==> src/pkg/imu_consts.svh <==
// Register offsets, field positions, limits and step counts of the math unit
`ifndef IMU_CONSTS_SVH
`define IMU_CONSTS_SVH
`define IMU_OFF_FLAGS 4'h0
`define IMU_OFF_CTRL 4'h2
`define IMU_OFF_MINOR 4'h5
`define IMU_OFF_FAULT 4'h6
`define IMU_OFF_MATH_LO 4'hd
`define IMU_OFF_MATH_HI 4'he
`define IMU_BIT_CARRY 0
`define IMU_BIT_OVF 1
`define IMU_BIT_ZERO 2
`define IMU_BIT_SIGN 3
`define IMU_BIT_OSEL 14
`define IMU_BIT_TRAP 0
`define IMU_POS_MAX 16'h7fff
`define IMU_NEG_MAX 16'h8000
`define IMU_POS_LIM 48'sh0000_0000_7fff
`define IMU_NEG_LIM 48'shffff_ffff_8000
`define IMU_PROD_NEG_LIM 48'shffff_ffff_8001
`define IMU_FAULT_CODE 16'h0020
`define IMU_DIV_STEPS 32
`define IMU_ROOT_STEPS 8
`endif

==> src/pkg/imu_pkg.sv <==
// Operation codes and sequencer states of the math unit
package imu_pkg;
  typedef enum logic [3:0] {
    OP_SUM,
    OP_DIFF,
    OP_PRODUCT,
    OP_QUOT,
    OP_WIDE_QUOT,
    OP_ZERO_WORD,
    OP_ROOT,
    OP_RATE_OFFSET,
    OP_BCD_TO_BINARY,
    OP_BINARY_TO_BCD
  } imu_op_t;

  typedef enum logic [1:0] {
    ST_IDLE,
    ST_DIVIDE,
    ST_ROOT
  } imu_state_t;
endpackage : imu_pkg

==> src/logic/imu_divider.sv <==
// Iterative signed divider: 32-bit dividend by 16-bit divisor, truncating
`timescale 1ns/1ps
`include "imu_consts.svh"

module imu_divider (
  input logic clk,
  input logic rst_b,
  input logic start,
  input logic [31:0] dividend,
  input logic [15:0] divisor,
  output logic done,
  output logic [31:0] quotient,
  output logic [15:0] remainder
);
  logic [31:0] q_q;
  logic [16:0] r_q;
  logic [16:0] d_q;
  logic qneg_q;
  logic rneg_q;
  logic run_q;
  logic done_q;
  logic [5:0] cnt_q;
  logic [17:0] shifted;
  logic fits;
  logic last;

  assign shifted = {r_q, q_q[31]};
  assign fits = shifted >= {1'b0, d_q};
  assign last = cnt_q == 6'(`IMU_DIV_STEPS - 1);

  // Magnitudes are loaded once; one quotient bit per clock after that
  always_ff @(posedge clk) begin
    if (!rst_b) begin
      q_q <= 32'h0;
      r_q <= 17'h0;
      d_q <= 17'h0;
      qneg_q <= 1'b0;
      rneg_q <= 1'b0;
      run_q <= 1'b0;
      cnt_q <= 6'h0;
    end else if (start) begin
      q_q <= dividend[31] ? -dividend : dividend;
      r_q <= 17'h0;
      d_q <= divisor[15] ? -{1'b1, divisor} : {1'b0, divisor};
      qneg_q <= dividend[31] ^ divisor[15];
      rneg_q <= dividend[31];
      run_q <= 1'b1;
      cnt_q <= 6'h0;
    end else if (run_q) begin
      q_q <= {q_q[30:0], fits};
      r_q <= fits ? 17'(shifted - {1'b0, d_q}) : shifted[16:0];
      cnt_q <= cnt_q + 6'h1;
      run_q <= !last;
    end
  end

  always_ff @(posedge clk) begin
    if (!rst_b) begin
      done_q <= 1'b0;
    end else begin
      done_q <= run_q && last && !start;
    end
  end

  assign done = done_q;
  assign quotient = qneg_q ? -q_q : q_q;
  assign remainder = rneg_q ? 16'(-r_q) : r_q[15:0];
endmodule : imu_divider

==> src/logic/imu_math_unit.sv <==
// Integer math unit: operations, arithmetic flags, trap, fault and math register
`timescale 1ns/1ps
`include "imu_consts.svh"

module imu_math_unit
  import imu_pkg::*;
(
  input logic MCLK,
  input logic RST_B,
  input logic [3:0] ADDR,
  input logic [15:0] WDATA,
  input logic WR,
  input logic RD,
  output logic [15:0] RDATA,
  input logic OP_VALID,
  input logic RUNG_TRUE,
  input logic [3:0] OP_CODE,
  input logic [15:0] SRC_A,
  input logic [15:0] SRC_B,
  input logic [15:0] SRC_C,
  output logic BUSY,
  output logic DEST_VALID,
  output logic [15:0] DEST_DATA,
  input logic SCAN_END,
  output logic MAJOR_FAULT,
  output logic [15:0] FAULT_CODE
);
  imu_state_t state_q;
  imu_state_t state_d;
  imu_op_t op;
  imu_op_t op_q;
  logic take;
  logic [3:0] flags_q;
  logic osel_q;
  logic trap_q;
  logic fault_q;
  logic [15:0] fault_code_q;
  logic [15:0] mreg_lo_q;
  logic [15:0] mreg_hi_q;
  logic [15:0] rdata_q;
  logic busy_q;
  logic dest_valid_q;
  logic [15:0] dest_data_q;
  logic [15:0] div_b_q;
  logic dvd_neg_q;
  logic signed [47:0] a48;
  logic signed [47:0] b48;
  logic signed [47:0] c48;
  logic signed [47:0] prod48;
  logic [16:0] usum;
  logic [19:0] bcd;
  logic div_start;
  logic div_done;
  logic [31:0] div_dvd;
  logic [31:0] div_quo;
  logic [15:0] div_rem;
  logic [16:0] rem_mag;
  logic [16:0] dvs_mag;
  logic round_up;
  logic signed [47:0] q48;
  logic signed [47:0] qr48;
  logic root_start;
  logic root_done;
  logic [7:0] root_val;
  logic [16:0] src_a_mag;
  logic fin_v;
  logic [16:0] fin_word;
  logic fin_carry;
  logic fin_err;
  logic fin_mwr;
  logic [15:0] fin_mlo;
  logic [15:0] fin_mhi;

  // Fits a wide signed result into a word: {overflow, destination value}
  function automatic logic [16:0] fit16(input logic signed [47:0] v, input logic trunc);
    if (v > `IMU_POS_LIM) begin
      return {1'b1, trunc ? v[15:0] : `IMU_POS_MAX};
    end else if (v < `IMU_NEG_LIM) begin
      return {1'b1, trunc ? v[15:0] : `IMU_NEG_MAX};
    end
    return {1'b0, v[15:0]};
  endfunction : fit16

  function automatic logic [16:0] mag16(input logic [15:0] v);
    logic [16:0] e;
    e = {v[15], v};
    return v[15] ? -e : e;
  endfunction : mag16

  function automatic logic [19:0] bin2bcd(input logic [15:0] v);
    logic [35:0] s;
    s = {20'h0, v};
    for (int i = 0; i < 16; i++) begin
      for (int d = 0; d < 5; d++) begin
        if (s[16 + 4 * d +: 4] >= 4'h5) begin
          s[16 + 4 * d +: 4] = s[16 + 4 * d +: 4] + 4'h3;
        end
      end
      s = s << 1;
    end
    return s[35:16];
  endfunction : bin2bcd

  function automatic logic [31:0] bcd2bin(input logic [19:0] d);
    logic [31:0] v;
    v = 32'h0;
    for (int i = 4; i >= 0; i--) begin
      v = v * 32'd10 + {28'h0, d[4 * i +: 4]};
    end
    return v;
  endfunction : bcd2bin

  assign op = imu_op_t'(OP_CODE);
  assign take = OP_VALID && RUNG_TRUE && state_q == ST_IDLE;
  assign a48 = 48'($signed(SRC_A));
  assign b48 = 48'($signed(SRC_B));
  assign c48 = 48'($signed(SRC_C));
  assign prod48 = a48 * b48;
  assign usum = {1'b0, SRC_A} + {1'b0, SRC_B};
  assign bcd = bin2bcd(SRC_A);

  assign div_start = take && (op == OP_QUOT || op == OP_WIDE_QUOT) && SRC_B != 16'h0;
  assign div_dvd = (op == OP_WIDE_QUOT) ? {mreg_hi_q, mreg_lo_q} : 32'(a48);
  assign root_start = take && op == OP_ROOT;
  assign rem_mag = mag16(div_rem);
  assign dvs_mag = mag16(div_b_q);
  // Root works on the magnitude; a full-scale negative source still fits 16 bits
  assign src_a_mag = mag16(SRC_A);
  assign round_up = {rem_mag, 1'b0} >= {1'b0, dvs_mag};
  assign q48 = 48'($signed(div_quo));
  assign qr48 = q48 + (round_up ? (dvd_neg_q ^ div_b_q[15] ? -48'sd1 : 48'sd1) : 48'sd0);

  imu_divider i_imu_divider (
    .clk(MCLK),
    .rst_b(RST_B),
    .start(div_start),
    .dividend(div_dvd),
    .divisor(SRC_B),
    .done(div_done),
    .quotient(div_quo),
    .remainder(div_rem)
  );

  imu_root i_imu_root (
    .clk(MCLK),
    .rst_b(RST_B),
    .start(root_start),
    .radicand(src_a_mag[15:0]),
    .done(root_done),
    .root(root_val)
  );

  // Result of the operation that completes in this cycle
  always_comb begin
    fin_v = 1'b0;
    fin_word = 17'h0;
    fin_carry = 1'b0;
    fin_mwr = 1'b0;
    fin_mlo = mreg_lo_q;
    fin_mhi = mreg_hi_q;
    if (take) begin
      fin_v = 1'b1;
      unique case (op)
        OP_SUM: begin
          fin_word = fit16(a48 + b48, osel_q);
          fin_carry = usum[16];
        end
        OP_DIFF: begin
          fin_word = fit16(a48 - b48, osel_q);
          fin_carry = SRC_A < SRC_B;
        end
        OP_PRODUCT: begin
          fin_word = fit16(prod48, osel_q);
          fin_mwr = prod48 > `IMU_POS_LIM || prod48 < `IMU_PROD_NEG_LIM;
          fin_mlo = prod48[15:0];
          fin_mhi = prod48[31:16];
        end
        OP_QUOT, OP_WIDE_QUOT: begin
          // Divide by zero completes at once as an overflow
          fin_v = SRC_B == 16'h0;
          fin_word = fit16(div_dvd[31] ? -48'sh1_0000_0000 : 48'sh1_0000_0000, 1'b0);
        end
        OP_ZERO_WORD: begin
          fin_word = 17'h0;
        end
        OP_ROOT: begin
          fin_v = 1'b0;
        end
        OP_RATE_OFFSET: begin
          fin_word = fit16(prod48 + c48, osel_q);
        end
        OP_BCD_TO_BINARY: begin
          fin_word = fit16(48'(bcd2bin({mreg_hi_q[3:0], mreg_lo_q})), osel_q);
        end
        OP_BINARY_TO_BCD: begin
          fin_word = {1'b0, bcd[15:0]};
          fin_mwr = 1'b1;
          fin_mlo = bcd[15:0];
          fin_mhi = {12'h0, bcd[19:16]};
        end
        default: begin
          fin_v = 1'b0;
        end
      endcase
    end else if (state_q == ST_DIVIDE && div_done) begin
      fin_v = 1'b1;
      fin_word = fit16(qr48, op_q == OP_QUOT && osel_q);
      fin_mwr = op_q == OP_QUOT || !fin_word[16];
      fin_mlo = div_rem;
      fin_mhi = div_quo[15:0];
    end else if (state_q == ST_ROOT && root_done) begin
      fin_v = 1'b1;
      fin_word = {9'h0, root_val};
    end
  end

  assign fin_err = fin_v && fin_word[16];

  always_comb begin
    state_d = state_q;
    unique case (state_q)
      ST_IDLE: begin
        if (div_start) begin
          state_d = ST_DIVIDE;
        end else if (root_start) begin
          state_d = ST_ROOT;
        end
      end
      ST_DIVIDE: begin
        if (div_done) begin
          state_d = ST_IDLE;
        end
      end
      ST_ROOT: begin
        if (root_done) begin
          state_d = ST_IDLE;
        end
      end
    endcase
  end

  always_ff @(posedge MCLK) begin
    if (!RST_B) begin
      state_q <= ST_IDLE;
      busy_q <= 1'b0;
      op_q <= OP_SUM;
      div_b_q <= 16'h0;
      dvd_neg_q <= 1'b0;
    end else begin
      state_q <= state_d;
      busy_q <= state_d != ST_IDLE;
      if (take) begin
        op_q <= op;
        div_b_q <= SRC_B;
        dvd_neg_q <= div_dvd[31];
      end
    end
  end

  // Destination holds its value when nothing completes
  always_ff @(posedge MCLK) begin
    if (!RST_B) begin
      dest_valid_q <= 1'b0;
      dest_data_q <= 16'h0;
    end else begin
      dest_valid_q <= fin_v;
      if (fin_v) begin
        dest_data_q <= fin_word[15:0];
      end
    end
  end

  always_ff @(posedge MCLK) begin
    if (!RST_B) begin
      flags_q <= 4'h0;
    end else if (fin_v) begin
      flags_q[`IMU_BIT_CARRY] <= fin_carry;
      flags_q[`IMU_BIT_OVF] <= fin_word[16];
      flags_q[`IMU_BIT_ZERO] <= fin_word[15:0] == 16'h0;
      flags_q[`IMU_BIT_SIGN] <= fin_word[15];
    end else if (WR && ADDR == `IMU_OFF_FLAGS) begin
      flags_q <= WDATA[3:0];
    end
  end

  always_ff @(posedge MCLK) begin
    if (!RST_B) begin
      osel_q <= 1'b0;
    end else if (WR && ADDR == `IMU_OFF_CTRL) begin
      osel_q <= WDATA[`IMU_BIT_OSEL];
    end
  end

  // Hardware setting of the trap wins over a software clear in the same cycle
  always_ff @(posedge MCLK) begin
    if (!RST_B) begin
      trap_q <= 1'b0;
    end else if (fin_err) begin
      trap_q <= 1'b1;
    end else if (WR && ADDR == `IMU_OFF_MINOR) begin
      trap_q <= WDATA[`IMU_BIT_TRAP];
    end
  end

  always_ff @(posedge MCLK) begin
    if (!RST_B) begin
      fault_q <= 1'b0;
      fault_code_q <= 16'h0;
    end else if (SCAN_END && trap_q) begin
      fault_q <= 1'b1;
      fault_code_q <= `IMU_FAULT_CODE;
    end else if (WR && ADDR == `IMU_OFF_FAULT) begin
      fault_q <= 1'b0;
      fault_code_q <= 16'h0;
    end
  end

  always_ff @(posedge MCLK) begin
    if (!RST_B) begin
      mreg_lo_q <= 16'h0;
      mreg_hi_q <= 16'h0;
    end else if (fin_v && fin_mwr) begin
      mreg_lo_q <= fin_mlo;
      mreg_hi_q <= fin_mhi;
    end else if (WR) begin
      if (ADDR == `IMU_OFF_MATH_LO) begin
        mreg_lo_q <= WDATA;
      end
      if (ADDR == `IMU_OFF_MATH_HI) begin
        mreg_hi_q <= WDATA;
      end
    end
  end

  // Read data stand only in the cycle after the read strobe
  always_ff @(posedge MCLK) begin
    if (!RST_B) begin
      rdata_q <= 16'h0;
    end else if (RD) begin
      case (ADDR)
        `IMU_OFF_FLAGS: rdata_q <= {12'h0, flags_q};
        `IMU_OFF_CTRL: rdata_q <= 16'(osel_q) << `IMU_BIT_OSEL;
        `IMU_OFF_MINOR: rdata_q <= {15'h0, trap_q};
        `IMU_OFF_FAULT: rdata_q <= fault_code_q;
        `IMU_OFF_MATH_LO: rdata_q <= mreg_lo_q;
        `IMU_OFF_MATH_HI: rdata_q <= mreg_hi_q;
        default: rdata_q <= 16'h0;
      endcase
    end else begin
      rdata_q <= 16'h0;
    end
  end

  assign RDATA = rdata_q;
  assign BUSY = busy_q;
  assign DEST_VALID = dest_valid_q;
  assign DEST_DATA = dest_data_q;
  assign MAJOR_FAULT = fault_q;
  assign FAULT_CODE = fault_code_q;
endmodule : imu_math_unit

==> src/logic/imu_root.sv <==
// Iterative integer square root of a 16-bit unsigned value
`timescale 1ns/1ps
`include "imu_consts.svh"

module imu_root (
  input logic clk,
  input logic rst_b,
  input logic start,
  input logic [15:0] radicand,
  output logic done,
  output logic [7:0] root
);
  logic [15:0] x_q;
  logic [7:0] res_q;
  logic [2:0] cnt_q;
  logic run_q;
  logic done_q;
  logic [7:0] trial;
  logic [15:0] square;
  logic last;

  assign trial = res_q | (8'h80 >> cnt_q);
  assign square = 16'({8'h0, trial} * {8'h0, trial});
  assign last = cnt_q == 3'(`IMU_ROOT_STEPS - 1);

  // Keeps each trial bit whose square still fits under the radicand
  always_ff @(posedge clk) begin
    if (!rst_b) begin
      x_q <= 16'h0;
      res_q <= 8'h0;
      cnt_q <= 3'h0;
      run_q <= 1'b0;
    end else if (start) begin
      x_q <= radicand;
      res_q <= 8'h0;
      cnt_q <= 3'h0;
      run_q <= 1'b1;
    end else if (run_q) begin
      if (square <= x_q) begin
        res_q <= trial;
      end
      cnt_q <= cnt_q + 3'h1;
      run_q <= !last;
    end
  end

  always_ff @(posedge clk) begin
    if (!rst_b) begin
      done_q <= 1'b0;
    end else begin
      done_q <= run_q && last && !start;
    end
  end

  assign done = done_q;
  assign root = res_q;
endmodule : imu_root

==> config.mk <==
export PLATFORM = sky130hd
export DESIGN_NAME = imu_math_unit
export DESIGN_NICKNAME = d
export VERILOG_FILES = /design/src/pkg/imu_pkg.sv /design/src/logic/imu_divider.sv /design/src/logic/imu_math_unit.sv /design/src/logic/imu_root.sv
export VERILOG_INCLUDE_DIRS = /design/src /design/src/pkg
export SDC_FILE = /design/constraint.sdc
export NUM_CORES = 2
export LEC_CHECK = 0
export BUFFER_PORTS_ARGS = -buffer_cell sky130_fd_sc_hd__buf_4
export CORE_MARGIN = 3
export CORE_UTILIZATION = 45
export CTS_BUF_LIST = sky130_fd_sc_hd__clkbuf_4
export DETAILED_ROUTE_END_ITERATION = 7
export GPL_TIMING_DRIVEN = 0
export HOLD_SLACK_MARGIN = 0.12
export SYNTH_ARGS = -nofsm -noshare
export SYNTH_HDL_FRONTEND = slang
export SYNTH_SLANG_ARGS = --single-unit
==> constraint.sdc <==
create_clock -name MCLK -period 12.6 [get_ports MCLK]
set_input_delay 0.63 -clock MCLK [delete_from_list [all_inputs] [get_ports MCLK]]
set_output_delay 0.63 -clock MCLK [all_outputs]
set_load 0.02 [all_outputs]
==> results.ini <==
[layout]
fill_cells=8580
seq_area_um2=4020
multi_input_area_um2=32000
drive_above_1_share_pct=9.16
final_common_cell=inv_1
final_nets=6048
utilization_pct=50.8
final_cell_mix=inv_1 (540), nor2_1 (495), nand2_1 (493), ha_1 (383), a21oi_1 (301)
syn_to_final_growth_pct=11.2

[synthesis]
synthArstFlopShare_pct=0
synth_area_per_cell_um2=7.63
synth_edf_count=0
ys_seq_area_share_pct=10.5
yosysUniqueCellTypes=120
synthCells=5032
synth_seq_cells=201
netlist_area_um2=38400
synthFlopType=dfxtp_1
yosysWarnings=0

[clock_network]
htree_levels=2
cts_root_buf=clkbuf_4
cts_tree=built
cts.sink_count=201
clkSlewWorstSetupHoldPaths_ns=0.07
cts_buffers=60
clk_latency_ns=0.87
clk_path_buf_depth=3

[setup_path]
critPathLaunchType=input port
crit_slowest_cell=or3b_4
crit_required_ns=13.39
max_stage_delay_ns=0.45
critical_path.endpoint_type=flop
path_class=in -> reg
cp_data_arrival_time_ns=12.97
cp_max_fo=10

[min_path]
hp-class=in -> reg

[status]
violations=capacitance limit
outcome=finished, violations left

[timing]
final.min_clock_period_ns=12.18
fin_tns_setup_ns=0
finalCritPeriodShare_pct=96.7
max_slew.worst_pin.slew_ns=1.46
relSlewSlack_pct=1.08
clock.fmax_mhz=82.1
hold_violations=0
setup_violations=0
finalClockSkew_ns=0.103
final_max_slew_viol_count=0

[route]
vias=38400
antenna_left=0
wirelength_um=148000
drtPass1Iterations=6
routedWlPerCell_um=22.8
drtIter0Drc=3244
vias_per_cell=5.94
drc_errors=0

[global_route]
grt_pass1_vias=36400
grt_antenna_before_repair=5
grt_pass1_wl_um=221000
grt_usage_pct=32.0
grt-ovfl-total=0
grt_start_max_net_pins=32

[floorplan]
core_um2=84100
die_w_um=298
rows=106
top_level_ports=130
start_util_pct=45.7
dieArea_um2=88900
die_height_um=298

[place]
port_buffers=112
gp_congestion=1.03
hpwl_um=122000

[flow_run]
cap_viol_max_count=1

## synthesized netlist by cell type, types with 31 or more instances
cell | number | area (um^2)
o211ai_1 | 43 | 323
a21oi_1 | 312 | 1560
clkbuf_1 | 195 | 732
nand4_1 | 35 | 219
a31oi_1 | 39 | 244
nand2b_1 | 55 | 344
xor2_1 | 119 | 1040
o31ai_1 | 50 | 375
inv_1 | 543 | 2040
nor2b_1 | 43 | 269
nor3_1 | 99 | 495
o21ai_0 | 233 | 1170
a311oi_1 | 33 | 289
buf_1 | 34 | 128
dfxtp_1 | 201 | 4020
fa_1 | 300 | 6010
nor2_1 | 495 | 1860
nand2_1 | 495 | 1860
a211oi_1 | 107 | 803
a21o_1 | 93 | 698
o21bai_1 | 31 | 233
xnor2_1 | 203 | 1780
mux2i_1 | 90 | 901
ha_1 | 394 | 4930
or3_1 | 54 | 338
nand3_1 | 131 | 656
and3_1 | 38 | 238
## cells by family (layout without fill, tap and decap cells)
logic type / after synthesis / after routing / synth area share, %
adders and majority gates: 694 / 694 / 28.5
DFF: 201 / 201 / 10.5
and+or+nand+nor: 1615 / 1615 / 19.7
buffers and inverters: 810 / 1087 / 8.18
xor gates and xnor gates: 325 / 325 / 7.52
AOI/OAI and AO/OA: 1277 / 1277 / 22.8
other: 2 / 21 / 0.0196
muxes: 108 / 108 / 2.89
## worst max-delay path: cells and delay by family
family	cells	cell delay, ns
compound gates	28	4.82
xor+xnor	2	0.29
simple gates	15	3.42
buf+inv	14	1.31
fa+ha+maj	13	2.46
## registers in the layout, indices dropped and copies added, names as in the netlist, 4 cells and up
name,flops
flags_q,4
i_imu_root.x_q,16
mreg_hi_q,16
DEST_DATA,16
i_imu_root.root,8
i_imu_divider.d_q,17
i_imu_divider.q_q,32
div_b_q,16
mreg_lo_q,16
i_imu_divider.cnt_q,6
op_q,4
RDATA,16
i_imu_divider.r_q,17
## per-stage QoR
step	instance area, um^2	hold WS (ns)	instances	worst slack, ns
after floorplan	38500	0.422	5048	0.00312
after global placement	40800	0.439	6294	-2.25
after detailed placement	40800	0.444	6297	-2.33
after CTS	42000	0.144	6438	-0.0750
after global routing	42700	0.171	6460	-0.0911
final	42700	0.204	6462	0.421
## area by class of cell
type | count | share of cell area (%)
Multi-Input combinational cell | 4037 | 74.9
Sequential cell | 201 | 9.42
Inverter | 553 | 4.89
Tap cell | 1134 | 3.32
Timing Repair Buffer | 165 | 3.02
Buffer | 256 | 2.66
Clock buffer | 88 | 1.55
Clock inverter | 24 | 0.252
Antenna cell | 3 | 0.0176
Timing Repair inverter | 1 | 0.0117
## routing by layer
layer,part of all wire [%],vias to the layer above,GRT usage (%)
li1,-,18100,-
met1,43,18500,42.9
met2,44,1539,50.0
met3,8.3,309,6.61
met4,4.9,8,13.7
met5,0.037,-,0
## final timing paths
| check | start | endpoint | slack (ns) | cells after the start |
|---|---|---|---|---|
| worst min-delay path | ADDR[1] | flags_q[3] | 0.20 | 4 |
| worst max-delay path | SRC_A[13] | flags_q[2] | 0.42 | 72 |
| worst min register to register | i_imu_divider.d_q[16] | i_imu_divider.d_q[16] | 0.45 | 2 |
| worst max register to register | i_imu_divider.r_q[0] | mreg_hi_q[4] | 0.71 | 57 |
## timing repair
action,CTS,global route
setup buffers,12,20
hold buffers,17,0
gates resized for setup,34,122
pin swaps,9,20
setup endpoints to repair,27,52
endpoints found under the hold margin,30,0
cloned,0,1
Power is left out: the tool's default activity adds up to more than one toggle a clock period on the data nets, which glitch-free logic cannot reach.
